## src/smg_pkg.sv

```systemverilog
// Shared constants and types for the sleep and clock gating block
package smg_pkg;

  // ****************************************************************
  // Register map (byte addresses)
  // ****************************************************************
  localparam logic [3:0] ADR_SLEEP_CTRL = 4'h0;
  localparam logic [3:0] ADR_CLK_DIV    = 4'h4;
  localparam logic [3:0] ADR_STATUS     = 4'h8;

  // Sleep control field layout and reset value
  localparam int         SC_ARM_BIT  = 0;
  localparam int         SC_SEL_LO   = 1;
  localparam int         SC_SEL_HI   = 3;
  localparam logic [7:0] SC_RESET    = 8'h00;
  localparam logic [7:0] SC_WR_MASK  = 8'h0f;

  // Divider select: largest legal code, reset value
  localparam logic [3:0] DIV_MAX_SEL = 4'h8;
  localparam logic [3:0] DIV_RESET   = 4'h0;

  // Sleep select encodings
  localparam logic [2:0] SEL_IDLE    = 3'h0;
  localparam logic [2:0] SEL_NOISE   = 3'h1;
  localparam logic [2:0] SEL_PDOWN   = 3'h2;
  localparam logic [2:0] SEL_PSAVE   = 3'h3;
  localparam logic [2:0] SEL_STANDBY = 3'h6;

  // ****************************************************************
  // Timing
  // ****************************************************************
  localparam int CLK_MHZ          = 50;
  localparam int HOLD_CYC         = 4;
  localparam int STANDBY_WAKE_CYC = 6;

  // ****************************************************************
  // Types
  // ****************************************************************
  typedef enum logic [2:0] {
    SMG_ACTIVE,
    SMG_ASLEEP,
    SMG_STARTUP,
    SMG_HOLD
  } smg_state_e;

  // Clock domain enables
  typedef struct packed {
    logic cpu;
    logic flash;
    logic io;
    logic adc;
    logic asy;
    logic osc;
  } smg_clk_s;

  // Wake request sources
  typedef struct packed {
    logic line_zero_level;
    logic line_zero_edge;
    logic pin_change;
    logic serial_start;
    logic t2_ovf;
    logic t2_cmp;
    logic store_ready;
    logic adc_done;
    logic other_io;
  } smg_wake_s;

endpackage

```

## src/smg_sleep_ctrl.sv

```systemverilog
// Sleep mode sequencer, clock gating and system clock divider
//
// Decided for this implementation: the Wishbone slave port and the register addresses.
`timescale 1ns/1ps
// Operation
// - Divider switching glitch free, no faster step
// - New rate after old plus one-two new
// - Divider counter runs on undivided clock
// - Sleep only with arm bit and halt
// - Select codes map to five modes
// - Interrupt wake holds core four cycles
// - Sleep leaves registers and memory intact
// - Reset during sleep restarts from vector
// - Control resets zero, upper bits zero
// - Idle stops only core and program clocks
// - Idle wakes on external or internal interrupts
// - Idle or noise mode starts conversion
// - Noise mode stops io, core, program clocks
// - Noise mode wake sources restricted
// - Power-down stops oscillator and clocks
// - Power-down wake sources restricted
// - Power-down wake waits for clock start-up
// - Power-save keeps timer two, masked wake
// - Standby keeps oscillator, wakes in six
module smg_sleep_ctrl
  import smg_pkg::*;
#(
  parameter int STARTUP_CYC = 6
) (
  // Clock and reset
  input  wire logic        clk_i,
  input  wire logic        rst_i,
  // Wishbone slave
  input  wire logic        cyc_i,
  input  wire logic        stb_i,
  input  wire logic        we_i,
  input  wire logic [3:0]  adr_i,
  input  wire logic [3:0]  sel_i,
  input  wire logic [31:0] dat_i,
  output logic      [31:0] dat_o,
  output logic             ack_o,
  // Core and peripherals
  input  wire logic        halt_i,
  input  wire logic        reset_wake_i,
  input  wire logic        adc_enable_i,
  input  wire logic        irq_enable_i,
  input  wire logic [1:0]  timer_two_irq_mask_i,
  input  wire smg_wake_s   wake_i,
  // Clock control
  output smg_clk_s         clk_en_o,
  output logic             cpu_hold_o,
  output logic             adc_start_o,
  output logic             restart_o,
  output logic             sys_tick_o
);

  // ****************************************************************
  // Synchronisers for pin wake sources
  // ****************************************************************
  logic [2:0] pin_meta;
  logic [2:0] pin_sync;
  always_ff @(posedge clk_i) begin
    pin_meta <= {wake_i.line_zero_level, wake_i.line_zero_edge,
                 wake_i.pin_change};
    pin_sync <= pin_meta;
  end
  wire logic lvl0 = pin_sync[2];
  wire logic edg0 = pin_sync[1];
  wire logic pchg = pin_sync[0];

  // ****************************************************************
  // Registers and bus decode
  // ****************************************************************
  logic [7:0] sleep_control;
  logic [3:0] clock_divide_select;
  smg_state_e state;
  logic [2:0] mode;

  wire logic       bus_req = cyc_i & stb_i & ~ack_o;
  // Write lands at the edge where the master sees ack
  wire logic       wr_lo   = cyc_i & stb_i & ack_o & we_i & sel_i[0];
  wire logic       hit_sc  = adr_i == ADR_SLEEP_CTRL;
  wire logic       hit_div = adr_i == ADR_CLK_DIV;
  wire logic       hit_st  = adr_i == ADR_STATUS;
  wire logic       sleep_arm = sleep_control[SC_ARM_BIT];
  wire logic [2:0] sleep_select =
    sleep_control[SC_SEL_HI:SC_SEL_LO];
  // Reserved divider codes are refused, old value kept
  wire logic       div_ok = dat_i[3:0] <= DIV_MAX_SEL;

  // Unmapped reads answer zero; writes there are dropped
  wire logic [31:0] rd_mux =
    hit_sc  ? {24'h0, sleep_control} :
    hit_div ? {28'h0, clock_divide_select} :
    hit_st  ? {24'h0, 2'h0, 3'(state), mode} : 32'h0;

  // Registered ack; one cycle, then dropped
  always_ff @(posedge clk_i) begin
    if (rst_i) begin
      ack_o         <= 1'b0;
      dat_o         <= 32'h0;
      sleep_control <= SC_RESET;
    end else begin
      ack_o <= bus_req;
      dat_o <= rd_mux;
      if (wr_lo && hit_sc)
        sleep_control <= dat_i[7:0] & SC_WR_MASK;
    end
  end

  always_ff @(posedge clk_i) begin
    if (rst_i)
      clock_divide_select <= DIV_RESET;
    else if (wr_lo && hit_div && div_ok)
      clock_divide_select <= dat_i[3:0];
  end

  // ****************************************************************
  // System clock divider
  // ****************************************************************
  // Terminal count for a power of two factor
  function automatic logic [7:0] div_limit(input logic [3:0] s);
    logic [8:0] f;
    f = 9'h1 << s;
    return 8'(f - 9'h1);
  endfunction

  // Free counter on the undivided clock; software never sees it.
  // The new factor is loaded only at the end of the current old
  // period, so no short pulse and no intermediate faster rate.
  logic [7:0] div_cnt;
  logic [3:0] div_act;
  wire logic  div_wrap = div_cnt >= div_limit(div_act);
  always_ff @(posedge clk_i) begin
    if (rst_i) begin
      div_cnt    <= 8'h0;
      div_act    <= DIV_RESET;
      sys_tick_o <= 1'b0;
    end else begin
      sys_tick_o <= div_wrap;
      if (div_wrap) begin
        div_cnt <= 8'h0;
        div_act <= clock_divide_select;
      end else begin
        div_cnt <= div_cnt + 8'h1;
      end
    end
  end

  // ****************************************************************
  // Wake qualification per mode
  // ****************************************************************
  wire logic t2_wake = irq_enable_i &
    ((wake_i.t2_ovf & timer_two_irq_mask_i[0]) |
     (wake_i.t2_cmp & timer_two_irq_mask_i[1]));
  wire logic async_wake = lvl0 | pchg | wake_i.serial_start;
  wire logic quiet_wake = wake_i.store_ready | wake_i.adc_done;
  wire logic idle_wake  = edg0 | wake_i.other_io;

  // Every source comes in as an argument, so the continuous
  // assignment that calls this sees each change of a source.
  function automatic logic wake_ok(input logic [2:0] m, input logic aw,
                                   input logic t2, input logic qt,
                                   input logic il);
    unique case (m)
      SEL_IDLE:  wake_ok = aw | t2 | qt | il;
      SEL_NOISE: wake_ok = aw | t2 | qt;
      SEL_PSAVE: wake_ok = aw | t2;
      default:   wake_ok = aw;
    endcase
  endfunction

  wire logic sel_legal = (sleep_select <= SEL_PSAVE) |
                         (sleep_select == SEL_STANDBY);
  wire logic go_sleep  = halt_i & sleep_arm & sel_legal;
  wire logic woken     = wake_ok(mode, async_wake, t2_wake,
                                 quiet_wake, idle_wake);
  wire logic long_up   = (mode == SEL_PDOWN) | (mode == SEL_PSAVE);

  // Start-up length: oscillator restart or standby fast wake
  wire logic [15:0] up_len = long_up ? 16'(STARTUP_CYC) :
    (mode == SEL_STANDBY) ? 16'(STANDBY_WAKE_CYC) : 16'h0;

  // ****************************************************************
  // Sleep sequencer
  // ****************************************************************
  // Halt without arm leaves the state alone; the core goes on.
  // Nothing here touches the register file or static memory.
  logic [15:0] cnt;
  always_ff @(posedge clk_i) begin
    if (rst_i) begin
      state     <= SMG_ACTIVE;
      mode      <= SEL_IDLE;
      cnt       <= 16'h0;
      restart_o <= 1'b0;
    end else begin
      restart_o <= 1'b0;
      unique case (state)
        SMG_ACTIVE: if (go_sleep) begin
          state <= SMG_ASLEEP;
          mode  <= sleep_select;
        end
        SMG_ASLEEP: if (reset_wake_i) begin
          state     <= SMG_ACTIVE;
          restart_o <= 1'b1;
        end else if (woken && up_len == 16'h0) begin
          state <= SMG_HOLD;
          cnt   <= 16'(HOLD_CYC - 1);
        end else if (woken) begin
          state <= SMG_STARTUP;
          cnt   <= up_len - 16'h1;
        end
        SMG_STARTUP: if (cnt == 16'h0) begin
          state <= SMG_HOLD;
          cnt   <= 16'(HOLD_CYC - 1);
        end else begin
          cnt <= cnt - 16'h1;
        end
        SMG_HOLD: if (cnt == 16'h0) begin
          state <= SMG_ACTIVE;
        end else begin
          cnt <= cnt - 16'h1;
        end
        default: state <= SMG_ACTIVE;
      endcase
    end
  end

  // ****************************************************************
  // Clock enables, hold and conversion start
  // ****************************************************************
  wire logic     asleep = state == SMG_ASLEEP;
  wire logic     run    = state == SMG_ACTIVE;
  smg_clk_s      next_clk;
  always_comb begin
    next_clk = '{default: 1'b1};
    if (asleep) begin
      next_clk.cpu   = 1'b0;
      next_clk.flash = 1'b0;
      if (mode != SEL_IDLE)
        next_clk.io = 1'b0;
      if (mode != SEL_IDLE && mode != SEL_NOISE) begin
        next_clk.adc = 1'b0;
        next_clk.asy = mode == SEL_PSAVE;
        next_clk.osc = mode == SEL_STANDBY;
      end
    end
  end

  // Conversion start only at entry into the quiet modes
  wire logic next_adc = run & go_sleep & adc_enable_i &
    ((sleep_select == SEL_IDLE) | (sleep_select == SEL_NOISE));

  always_ff @(posedge clk_i) begin
    if (rst_i) begin
      clk_en_o    <= '{default: 1'b1};
      cpu_hold_o  <= 1'b0;
      adc_start_o <= 1'b0;
    end else begin
      clk_en_o    <= next_clk;
      cpu_hold_o  <= ~run & ~(asleep & reset_wake_i);
      adc_start_o <= next_adc;
    end
  end

  // ****************************************************************
  // Checks
  // ****************************************************************
  a_halt_no_arm: assert property (
    @(posedge clk_i) disable iff (rst_i)
    run && halt_i && !sleep_arm |=> state == SMG_ACTIVE)
    else $error("halt without arm left active state");

  a_hold_four: assert property (
    @(posedge clk_i) disable iff (rst_i)
    $rose(state == SMG_HOLD) |-> (state == SMG_HOLD) [*4]
    ##1 state == SMG_ACTIVE)
    else $error("wake hold not four cycles");

  a_idle_gates: assert property (
    @(posedge clk_i) disable iff (rst_i)
    asleep && mode == SEL_IDLE |=> !clk_en_o.cpu && clk_en_o.io
    && clk_en_o.adc)
    else $error("idle gating wrong");

  a_noise_gates: assert property (
    @(posedge clk_i) disable iff (rst_i)
    asleep && mode == SEL_NOISE |=> !clk_en_o.io && clk_en_o.adc)
    else $error("noise mode gating wrong");

  a_pdown_osc: assert property (
    @(posedge clk_i) disable iff (rst_i)
    asleep && mode == SEL_PDOWN |=> !clk_en_o.osc && !clk_en_o.asy)
    else $error("power-down left a clock on");

  a_psave_gates: assert property (
    @(posedge clk_i) disable iff (rst_i)
    asleep && mode == SEL_PSAVE |=> clk_en_o.asy && !clk_en_o.io
    && !clk_en_o.osc)
    else $error("power-save gating wrong");

  a_standby_osc: assert property (
    @(posedge clk_i) disable iff (rst_i)
    asleep && mode == SEL_STANDBY |=> clk_en_o.osc && !clk_en_o.asy
    && !clk_en_o.cpu)
    else $error("standby gating wrong");

  a_reserved_sel: assert property (
    @(posedge clk_i) disable iff (rst_i)
    run && halt_i && !sel_legal |=> run)
    else $error("reserved code entered sleep");

  a_noise_wake: assert property (
    @(posedge clk_i) disable iff (rst_i)
    asleep && mode == SEL_NOISE && !async_wake && !t2_wake
    && !quiet_wake && !reset_wake_i |=> asleep)
    else $error("noise mode woke on a foreign source");

  a_pdown_wake: assert property (
    @(posedge clk_i) disable iff (rst_i)
    asleep && (mode == SEL_PDOWN || mode == SEL_STANDBY)
    && !async_wake && !reset_wake_i |=> asleep)
    else $error("power-down woke on a foreign source");

  a_pdown_startup: assert property (
    @(posedge clk_i) disable iff (rst_i)
    asleep && long_up && woken && !reset_wake_i |=>
    state == SMG_STARTUP && cnt == 16'(STARTUP_CYC - 1))
    else $error("power-down wake skipped start-up");

  a_adc_start: assert property (
    @(posedge clk_i) disable iff (rst_i)
    adc_start_o |-> $past(go_sleep) && $past(adc_enable_i))
    else $error("conversion start without entry");

  a_reset_wake: assert property (
    @(posedge clk_i) disable iff (rst_i)
    asleep && reset_wake_i |=> restart_o && run && !cpu_hold_o)
    else $error("reset wake did not restart");

  a_standby_six: assert property (
    @(posedge clk_i) disable iff (rst_i)
    asleep && mode == SEL_STANDBY && woken && !reset_wake_i
    |-> ##11 run)
    else $error("standby wake too slow");

  a_ctrl_upper: assert property (
    @(posedge clk_i) disable iff (rst_i)
    sleep_control[7:4] == 4'h0)
    else $error("control upper bits not zero");

endmodule // smg_sleep_ctrl

```

## config.mk

```make
export PLATFORM = sky130hd
export DESIGN_NAME = smg_sleep_ctrl
export DESIGN_NICKNAME = d
export VERILOG_FILES = /design/src/smg_pkg.sv /design/src/smg_sleep_ctrl.sv
export SDC_FILE = /design/constraint.sdc
export NUM_CORES = 1
export LEC_CHECK = 0
export BUFFER_PORTS_ARGS = -buffer_cell sky130_fd_sc_hd__buf_2
export CORE_MARGIN = 1.5
export CORE_UTILIZATION = 41
export CTS_BUF_LIST = sky130_fd_sc_hd__clkbuf_4 sky130_fd_sc_hd__clkbuf_8
export DETAILED_ROUTE_END_ITERATION = 16
export PLACE_DENSITY = 0.78
export SLEW_MARGIN = 10
export SYNTH_ARGS = -nofsm -noshare
export SYNTH_HDL_FRONTEND = slang
export SYNTH_SLANG_ARGS = --single-unit
export TNS_END_PERCENT = 100
```

## constraint.sdc

```tcl
create_clock -name clk_i -period 3.9 [get_ports clk_i]
set_input_delay 0 -clock clk_i [delete_from_list [all_inputs] [get_ports clk_i]]
set_output_delay 0 -clock clk_i [all_outputs]
set_load 0.05 [all_outputs]
```

After elaboration in Yosys (flattened, before gate mapping)
Cells that the tools add are included.
{"block": "classes", "reduce_logical": 21, "n_shift": 1, "n_bitwise": 32, "n_eq_ne": 19, "n_addsub": 4, "mux": 23, "magnitude_cmp": 3}
{"op": "$mux W16", "n": 5}
{"op": "$pmux W16 S3", "n": 1}
{"op": "$logic_not A16 Y1", "n": 2}
{"op": "$mux W3", "n": 9}
{"op": "$sub A16 B1 Y16 const B", "n": 1}
{"op": "$and A1 B1 Y1", "n": 15}
{"op": "$eq A3 B2 Y1 const B", "n": 4}
{"op": "$mux W4", "n": 3}
{"op": "$pmux W3 S4", "n": 1}
{"op": "$or A1 B1 Y1", "n": 11}
{"op": "$ne A2 B2 Y1 const B", "n": 5}
{"op": "$eq A3 B1 Y1 const B", "n": 3}
{"op": "$logic_not A3 Y1", "n": 3}
{"op": "$add A8 B1 Y8 const B", "n": 1}
{"op": "$ge A8 B8 Y1", "n": 1}
{"op": "$reduce_and A4 Y1", "n": 2}
{"op": "$shl A1 B4 Y8 const A", "n": 1}
{"op": "$sub A8 B1 Y8 const B", "n": 1}
{"op": "$eq A3 B3 Y1 const B", "n": 2}
{"op": "$mux W6", "n": 1}
{"op": "$not A1 Y1", "n": 6}
{"op": "$reduce_bool A3 Y1", "n": 2}
{"op": "$reduce_or A3 Y1", "n": 2}
{"op": "$logic_and A1 B1 Y1", "n": 5}
{"op": "other kinds (14)", "n": 16}
{"block": "totals", "output_inout_bits": 43, "input_bits": 60, "regBits": 91, "elab_cells": 127}

Depth between registers and ports, before layout
Gate-level depths: netlist of run 1.
{"block": "logic_depth", "depth_word": 11, "depth_mapped": 15, "ltp_nobuf": 13}

Least setup slack after synthesis of run 1
Ideal clock, no wire load.
{"block": "synth_timing", "path_type": "register -> register", "from": "reg div_act[0]", "to": "reg div_act[2]", "required_ns": 3.768, "path_stages_with_launch": 13, "arrival_ns": 2.676, "n_path_buf": 1, "synth_period_minus_slack_ns": 2.808, "slack_ns": 1.092, "setup_time_ns": 0.132, "path_cell_list": "dfxtp_1 > or4_1 > ha_1 > nor3_1 > a21o_1 > a32oi_1 > ha_1 > a211oi_1 > nand2_1 > a211oi_1 > nor2_1 > clkbuf_1 > mux2i_1"}
{"block": "synth_via", "elab_chain_cells": 3}
{"element": "start, declared", "line_no": "smg_sleep_ctrl.sv:132", "text": "logic [3:0] div_act;"}
{"element": "start signal, assigned", "line_no": "smg_sleep_ctrl.sv:143", "text": "div_act <= clock_divide_select;"}
{"element": "$shl A1 B4 Y8", "line_no": "smg_sleep_ctrl.sv:124", "text": "f = 9'h1 << s;"}
{"element": "$sub A8 B1 Y8", "line_no": "smg_sleep_ctrl.sv:125", "text": "return 8'(f - 9'h1);"}
{"element": "$ge A8 B8 Y1", "line_no": "smg_sleep_ctrl.sv:133", "text": "wire logic div_wrap = div_cnt >= div_limit(div_act);"}
Every way passes these cells.
A chain may end at the register's enable or synchronous reset.

Worst setup path in the final report of run 1
{"block": "layout_timing", "from": "reg div_act[0]", "to": "reg div_cnt[3]"}
{"block": "layout_via", "elab_chain_cells": 4}
{"element": "$shl A1 B4 Y8", "line_no": "smg_sleep_ctrl.sv:124"}
{"element": "$sub A8 B1 Y8", "line_no": "smg_sleep_ctrl.sv:125"}
{"element": "$ge A8 B8 Y1", "line_no": "smg_sleep_ctrl.sv:133"}
{"element": "$reduce_or A2 Y1 (no line)"}
{"element": "end signal, assigned", "line_no": "smg_sleep_ctrl.sv:145", "text": "div_cnt <= div_cnt + 8'h1;"}
{"element": "end, declared", "line_no": "smg_sleep_ctrl.sv:131", "text": "logic [7:0] div_cnt;"}
Every way passes these cells.

==> flow_metrics.py, run 1 <==
metrics = {
    "route": {
        "vias": 2563,
        "drt_iter0_markers": 180,
        "drcViolationCount": 0,
        "finalWirelength_um": 6520,
        "ant_nets": 0,
        "vias_per_cell": 5.11,
        "first_pass_iters": 4,
        "wl_per_cell_um": 13.0,
    },
    "grt": {
        "antenna_found_initial": 0,
        "met3_usage_pct": 4.25,
        "grt_overflow_total": 0,
        "grt_pass1_vias": 2287,
        "grt_util_met2_pct": 28.8,
        "track_usage_pct": 17.2,
        "grt_first_pass_wirelength_um": 10500,
        "met1_usage_pct": 21.0,
        "grt_max_degree": 43,
        "grt.busiest_layer": "met2",
    },
    "placed_design": {
        "numPortBuffers": 44,
        "dpl.cell_count": 473,
        "hpwlAfterDp_um": 4530,
        "gp_congestion": 0.804,
    },
    "power": {
        "peakVddDrop_uv": 248,
        "p_per_area_nw_per_um2": 389,
        "leakage_nw": 1.52,
    },
    "min_path": {
        "hold-path-cell-count": 3,
        "hold_path.class": "in -> reg",
    },
    "critical_path": {
        "reg2reg_depth": 12,
        "crit_fanout": 8,
        "cp_slowest_cell": "or4_1",
        "end_kind": "register",
        "crit_type": "reg -> reg",
        "cp.arrival_ns": 3.38,
        "crit_path_start_kind": "register",
        "cp.required_ns": 4.16,
        "critPathMaxStageDelay_ns": 0.57,
        "cp_cell_sequence": "or4_1, ha_1, nor3_1, a21o_1, a32oi_1, ha_1, a211oi_1, nand2_1, a211oi_1, nor2_1, buf_4, nor3_1",
    },
    "timing": {
        "max-slew-margin-rel_pct": 33.8,
        "setup-tns-final_ns": 0,
        "hold_viol_final": 0,
        "tightest_slew_ns": 0.992,
        "timing.final.crit_share_pct": 79.8,
        "skew_ns": 0.00744,
        "fmax_mhz": 321,
        "holdWs_ns": 0.0928,
        "period_needed_ns": 3.11,
        "drv_slew": 0,
        "setup_viol": 0,
        "rsz0062_at_grt": "no",
    },
    "synthesis": {
        "synth-main-ff-cell": "dfxtp_1",
        "ys_seq_area_share_pct": 40.7,
        "netlist_instances": 346,
        "synth_top_area_cell": "dfxtp_1",
        "synthArstFlopShare_pct": 0,
        "yosys-top-cells-area": "dfxtp_1 (41%), buf_4 (6.9%), mux2i_1 (4.9%), ha_1 (4.5%), nor2_1 (3.9%)",
        "synth_top_area_share_pct": 40.7,
        "yosysWarnings": 0,
        "ys_types": 53,
        "synth_commonest_cells": "dfxtp_1 (62), nor2_1 (32), buf_4 (28)",
        "synth-seq-cells": 62,
        "syn-cell-area_um2": 3050,
        "synth_edf_count": 0,
        "syn_area_per_cell_um2": 8.82,
        "synth_most_common_cell": "dfxtp_1",
    },
    "final_layout": {
        "finalNetCount": 469,
        "fin_cells": 502,
        "num_antenna_cells": 0,
        "drive_above_1_share_pct": 17.1,
        "register_area_um2": 1240,
        "synthToLayoutAreaGrowth_pct": 17.6,
        "multi_input_area_um2": 1590,
        "nFillCells": 680,
        "post-route-util_pct": 49.7,
    },
    "die": {
        "start_util_pct": 42.3,
        "coreArea_um2": 7210,
        "core.rowCount": 31,
        "pin_count": 103,
        "die_height_um": 89.3,
        "die_w_um": 89.3,
        "die-area_um2": 7970,
    },
    "cts": {
        "cts_buffer_depth": 2,
        "clkTransAtPathRegs_ns": 0.07,
        "insertion_delay_ns": 0.35,
        "h-tree-depth": 3,
        "cts_sinks": 62,
        "cts_resized": 0,
        "post_cts_buffers": 0,
        "ctsHoldBuffers": 13,
        "numCtsBuffers": 9,
        "root_buffer": "clkbuf_8",
        "cts_tree": "yes",
    },
    "run_status": {
        "status": "finished, final reports clean",
    },
    "job": {
        "cap_viol_max_count": 0,
    },
}
## cell families after synthesis
family / Yosys count / share of synthesized area, %
compound gates: 74 / 16.7
xor+xnor: 7 / 2.01
fa+ha+maj: 11 / 4.51
buf+inv: 54 / 10.3
flops: 62 / 40.7
mux: 15 / 4.92
other cells: 1 / 0.123
simple gates: 122 / 20.7
## path summary, 6_finish.rpt
| kind | startpoint | end | slack (ns) |
|---|---|---|---|
| worst min register to register | pin_meta[0] | pin_sync[0] | 0.33 |
| worst max-delay path | div_act[0] | div_cnt[3] | 0.79 |
| worst max register to register | div_act[0] | div_cnt[3] | 0.79 |
| worst min-delay path | adr_i[1] | dat_o[3] | 0.09 |
## area by class of cell
cell class	count	share of cell area, %
Multi-Input combinational cell	256	44.4
Sequential cell	62	34.6
Timing Repair Buffer	58	9.97
Clock buffer	10	3.84
Tap cell	99	3.45
Clock inverter	6	2.62
Inverter	11	1.15
## routing by layer
layer	routed length (um)	up-vias
met1	2910	1191
li1	-	1288
met3	258	12
met5	0	-
met4	106	0
met2	3240	72
## state kept, by name, summed over array words and instances, names as in the netlist, 4 cells and up
signal / count
cnt: 16
div_cnt: 8
clk_en_o: 5
dat_o: 5
clock_divide_select: 4
div_act: 4
sleep_control: 4
## power by group
part / total (mW) / internal, mW / switching, mW / leakage [nW]
combinational: 0.113 / 0.0261 / 0.0865 / 0.905
clock: 0.645 / 0.381 / 0.264 / 0.113
sequential: 0.639 / 0.638 / 0.00136 / 0.502
total: 1.40 / 1.04 / 0.351 / 1.52
## through the flow
| stage | setup WS, ns | total power [mW] | cell area (um^2) |
|---|---|---|---|
| 6_report | 0.790 | 1.40 | 3590 |
| 5_1_grt | 0.567 | 1.44 | 3590 |
| 4_1_cts | 0.772 | 1.41 | 3590 |
| 3_5_place_dp | 0.776 | 0.755 | 3230 |
| 3_3_place_gp | 0.910 | 0.754 | 3230 |
| 2_1_floorplan | 1.09 | 0.755 | 3150 |
## critical path, delay by kind of cell (launching register included)
kind | cells | cell delay (ns)
AOI/OAI and AO/OA | 4 | 0.73
adders and majority gates | 2 | 0.48
and+or+nand+nor | 5 | 1.23
buffers and inverters | 1 | 0.21
DFF | 1 | 0.36
## cell usage in the layout (no fill, tap or decap), types with 2 or more instances in the layout
cell | synthesis | final
a311oi_1 | 9 | 9
nand3_1 | 8 | 8
inv_1 | 11 | 11
a22o_1 | 2 | 2
a21oi_1 | 17 | 17
and3_1 | 4 | 4
nor3_1 | 16 | 16
buf_2 | 0 | 44
xnor2_1 | 2 | 2
clkinv_4 | 0 | 2
bufinv_16 | 0 | 2
conb_1 | 1 | 27
nand2_1 | 25 | 25
a31oi_1 | 4 | 4
or2_2 | 3 | 3
nor2_1 | 32 | 32
ha_1 | 11 | 11
dlygate4sd3_1 | 0 | 13
nor2b_1 | 5 | 5
nor3b_1 | 2 | 2
nor4b_1 | 3 | 3
xor2_1 | 5 | 5
mux2i_1 | 15 | 15
o21a_1 | 3 | 3
dfxtp_1 | 62 | 62
or3_1 | 5 | 5
a211oi_1 | 3 | 3
a21o_1 | 4 | 4
nand2b_1 | 8 | 8
clkbuf_8 | 0 | 10
a32o_1 | 2 | 2
o21ai_0 | 12 | 12
o31ai_1 | 4 | 4
nand3b_1 | 2 | 2
or4_1 | 2 | 2
a2111oi_0 | 2 | 2
Note: power is estimated with default switching activity, not from simulation.
==> run 2, diff against run 1 <==
Settings changed: PLACE_DENSITY 0.78 to 0.81.
Clock period 3.9 ns to 2.81 ns, I/O delays scaled along.
==> run 2 against run 1 <==
  * Wire length is 4.3% higher
  * Clock skew is 0.0019 ns lower
  * Sequential power is 39% higher
  * Worst hold slack worse by 0.026 ns
  * Via count is 2.6% higher
  * Die area stayed put
  * Clock-buffer cell count stayed put
==> flow_metrics.py, run 2 (same netlist as run 1, synthesis figures left out) <==
metrics = {
    "timing": {
        "setup_viol": 0,
        "timing.final.crit_share_pct": 93.8,
        "skew_ns": 0.00551,
        "max-slew-margin-rel_pct": 33.4,
        "drv_slew": 0,
        "rsz0062_at_grt": "no",
        "hold_viol_final": 0,
        "fmax_mhz": 379,
        "period_needed_ns": 2.64,
        "tightest_slew_ns": 0.999,
    },
    "route": {
        "vias_per_cell": 5.16,
        "wl_per_cell_um": 13.3,
        "ant_nets": 0,
        "first_pass_iters": 4,
        "vias": 2630,
        "drt_iter0_markers": 120,
        "drcViolationCount": 0,
        "finalWirelength_um": 6800,
    },
    "critical_path": {
        "cp_cell_sequence": "or4_4, ha_2, nor3_1, a21o_1, a32oi_1, ha_1, a211oi_2, nand2_2, a211oi_4, nor2_4, mux2i_1",
        "cp_slowest_cell": "or4_4",
        "end_kind": "register",
        "cp.arrival_ns": 2.87,
        "crit_path_start_kind": "register",
        "cp.required_ns": 3.04,
        "crit_type": "reg -> reg",
        "crit_fanout": 6,
        "critPathMaxStageDelay_ns": 0.53,
    },
    "grt": {
        "grt_max_degree": 43,
        "antenna_found_initial": 0,
        "grt_overflow_total": 0,
        "track_usage_pct": 17.4,
        "grt_first_pass_wirelength_um": 10600,
        "grt_pass1_vias": 2386,
    },
    "min_path": {
        "hold_path.class": "in -> reg",
    },
    "placed_design": {
        "dpl_cell_area_um2": 3280,
        "numPortBuffers": 44,
        "dpl.cell_count": 480,
        "gp_congestion": 0.836,
        "hpwlAfterDp_um": 4540,
    },
    "cts": {
        "insertion_delay_ns": 0.35,
        "cts_buffer_depth": 2,
        "post_cts_buffers": 0,
        "cts_tree": "yes",
        "numCtsBuffers": 9,
        "cts_sinks": 62,
        "h-tree-depth": 3,
        "root_buffer": "clkbuf_8",
        "clkTransAtPathRegs_ns": 0.06,
    },
    "final_layout": {
        "synthToLayoutAreaGrowth_pct": 20.7,
        "num_antenna_cells": 0,
        "fin_cells": 510,
        "regMostFlops": "cnt",
        "register_area_um2": 1240,
        "top_regs": "cnt (16), div_cnt (8)",
        "drive_above_1_share_pct": 21.4,
        "nFillCells": 688,
        "finalNetCount": 477,
        "fin_area_um2": 3680,
        "post-route-util_pct": 51.1,
        "multi_input_area_um2": 1670,
        "final_cell_mix": "dfxtp_1 (62), buf_2 (44), nor2_1 (31)",
        "largest_reg_flops": 16,
        "layout_commonest_cell": "dfxtp_1",
    },
    "die": {
        "die_w_um": 89.3,
        "die_height_um": 89.3,
        "core.rowCount": 31,
        "pin_count": 103,
        "die-area_um2": 7970,
        "start_util_pct": 42.3,
        "coreArea_um2": 7210,
    },
    "power": {
        "leakage_nw": 1.56,
        "peakVddDrop_uv": 343,
        "p_per_area_nw_per_um2": 495,
    },
    "run_status": {
        "status": "finished, final reports clean",
    },
    "job": {
        "cap_viol_max_count": 0,
    },
}
## run 2: cell types whose count changed in the layout (fill, tap and decap cells not counted), moves of 2 or more
cell,delta
nor3_2,+2
nor3_1,-2
clkinv_2,+3
buf_4,+7
nor2_4,+2
a211oi_1,-2
## run 2: path summary, 6_finish.rpt
check,from,end,slack (ns),cells after the start
hold / removal,adr_i[1],dat_o[3],0.07,3
hold reg to reg,pin_meta[0],pin_sync[0],0.33,0
setup / recovery,div_act[0],div_act[0],0.17,11
setup reg to reg,div_act[0],div_act[0],0.17,11
## run 2: through the flow
step                      setup WS [ns]  total power, mW  hold slack [ns]  setup TNS, ns
after floorplan                 0.00195             1.05           0.0277              0
after global placement           -0.177             1.05            0.104          -1.58
after detailed placement         -0.323             1.05            0.105          -3.18
after CTS                        0.0631             1.84           0.0559              0
after global routing             0.0110             1.89           0.0831              0
final                             0.173             1.82           0.0664              0
## run 2: worst max-delay path: cells and delay by family (launching register included)
family                     cells  cell delay (ns)
DFF                            1             0.31
AOI/OAI and AO/OA              4             0.73
adders and majority gates      2             0.43
and+or+nand+nor                4             0.92
muxes                          1             0.14
## run 2: where the power goes
part,internal [mW],switching [mW],total [mW]
registers,0.885,0.00204,0.887
clock network,0.430,0.351,0.781
logic,0.0363,0.120,0.156
total,1.35,0.473,1.82
## run 2: cell type report
class	count	share of cell area, %
clock buffers	10	3.74
inverters	11	1.12
flip-flops and latches	62	33.7
repair buffers	65	11.1
well taps	99	3.36
multi-input cells	257	45.3
clock inverters	6	1.66
## run 2: layer usage
layer,part of all wire [%],global-route usage [%],vias to the layer above
met3,4.4,3.60,16
met5,0,0,-
met1,41,19.4,1229
met4,2.0,8.11,0
met2,53,31.4,81
li1,-,-,1304
## run 2: repair_timing
| item | 4_1_cts | 5_1_grt |
|---|---|---|
| setup endpoints to repair | 12 | 13 |
| resized for setup | 3 | 12 |
| hold buffers | 13 | 0 |
| hold endpoints to repair | 17 | 0 |
| cloned | 0 | 1 |
| pin swaps | 0 | 4 |
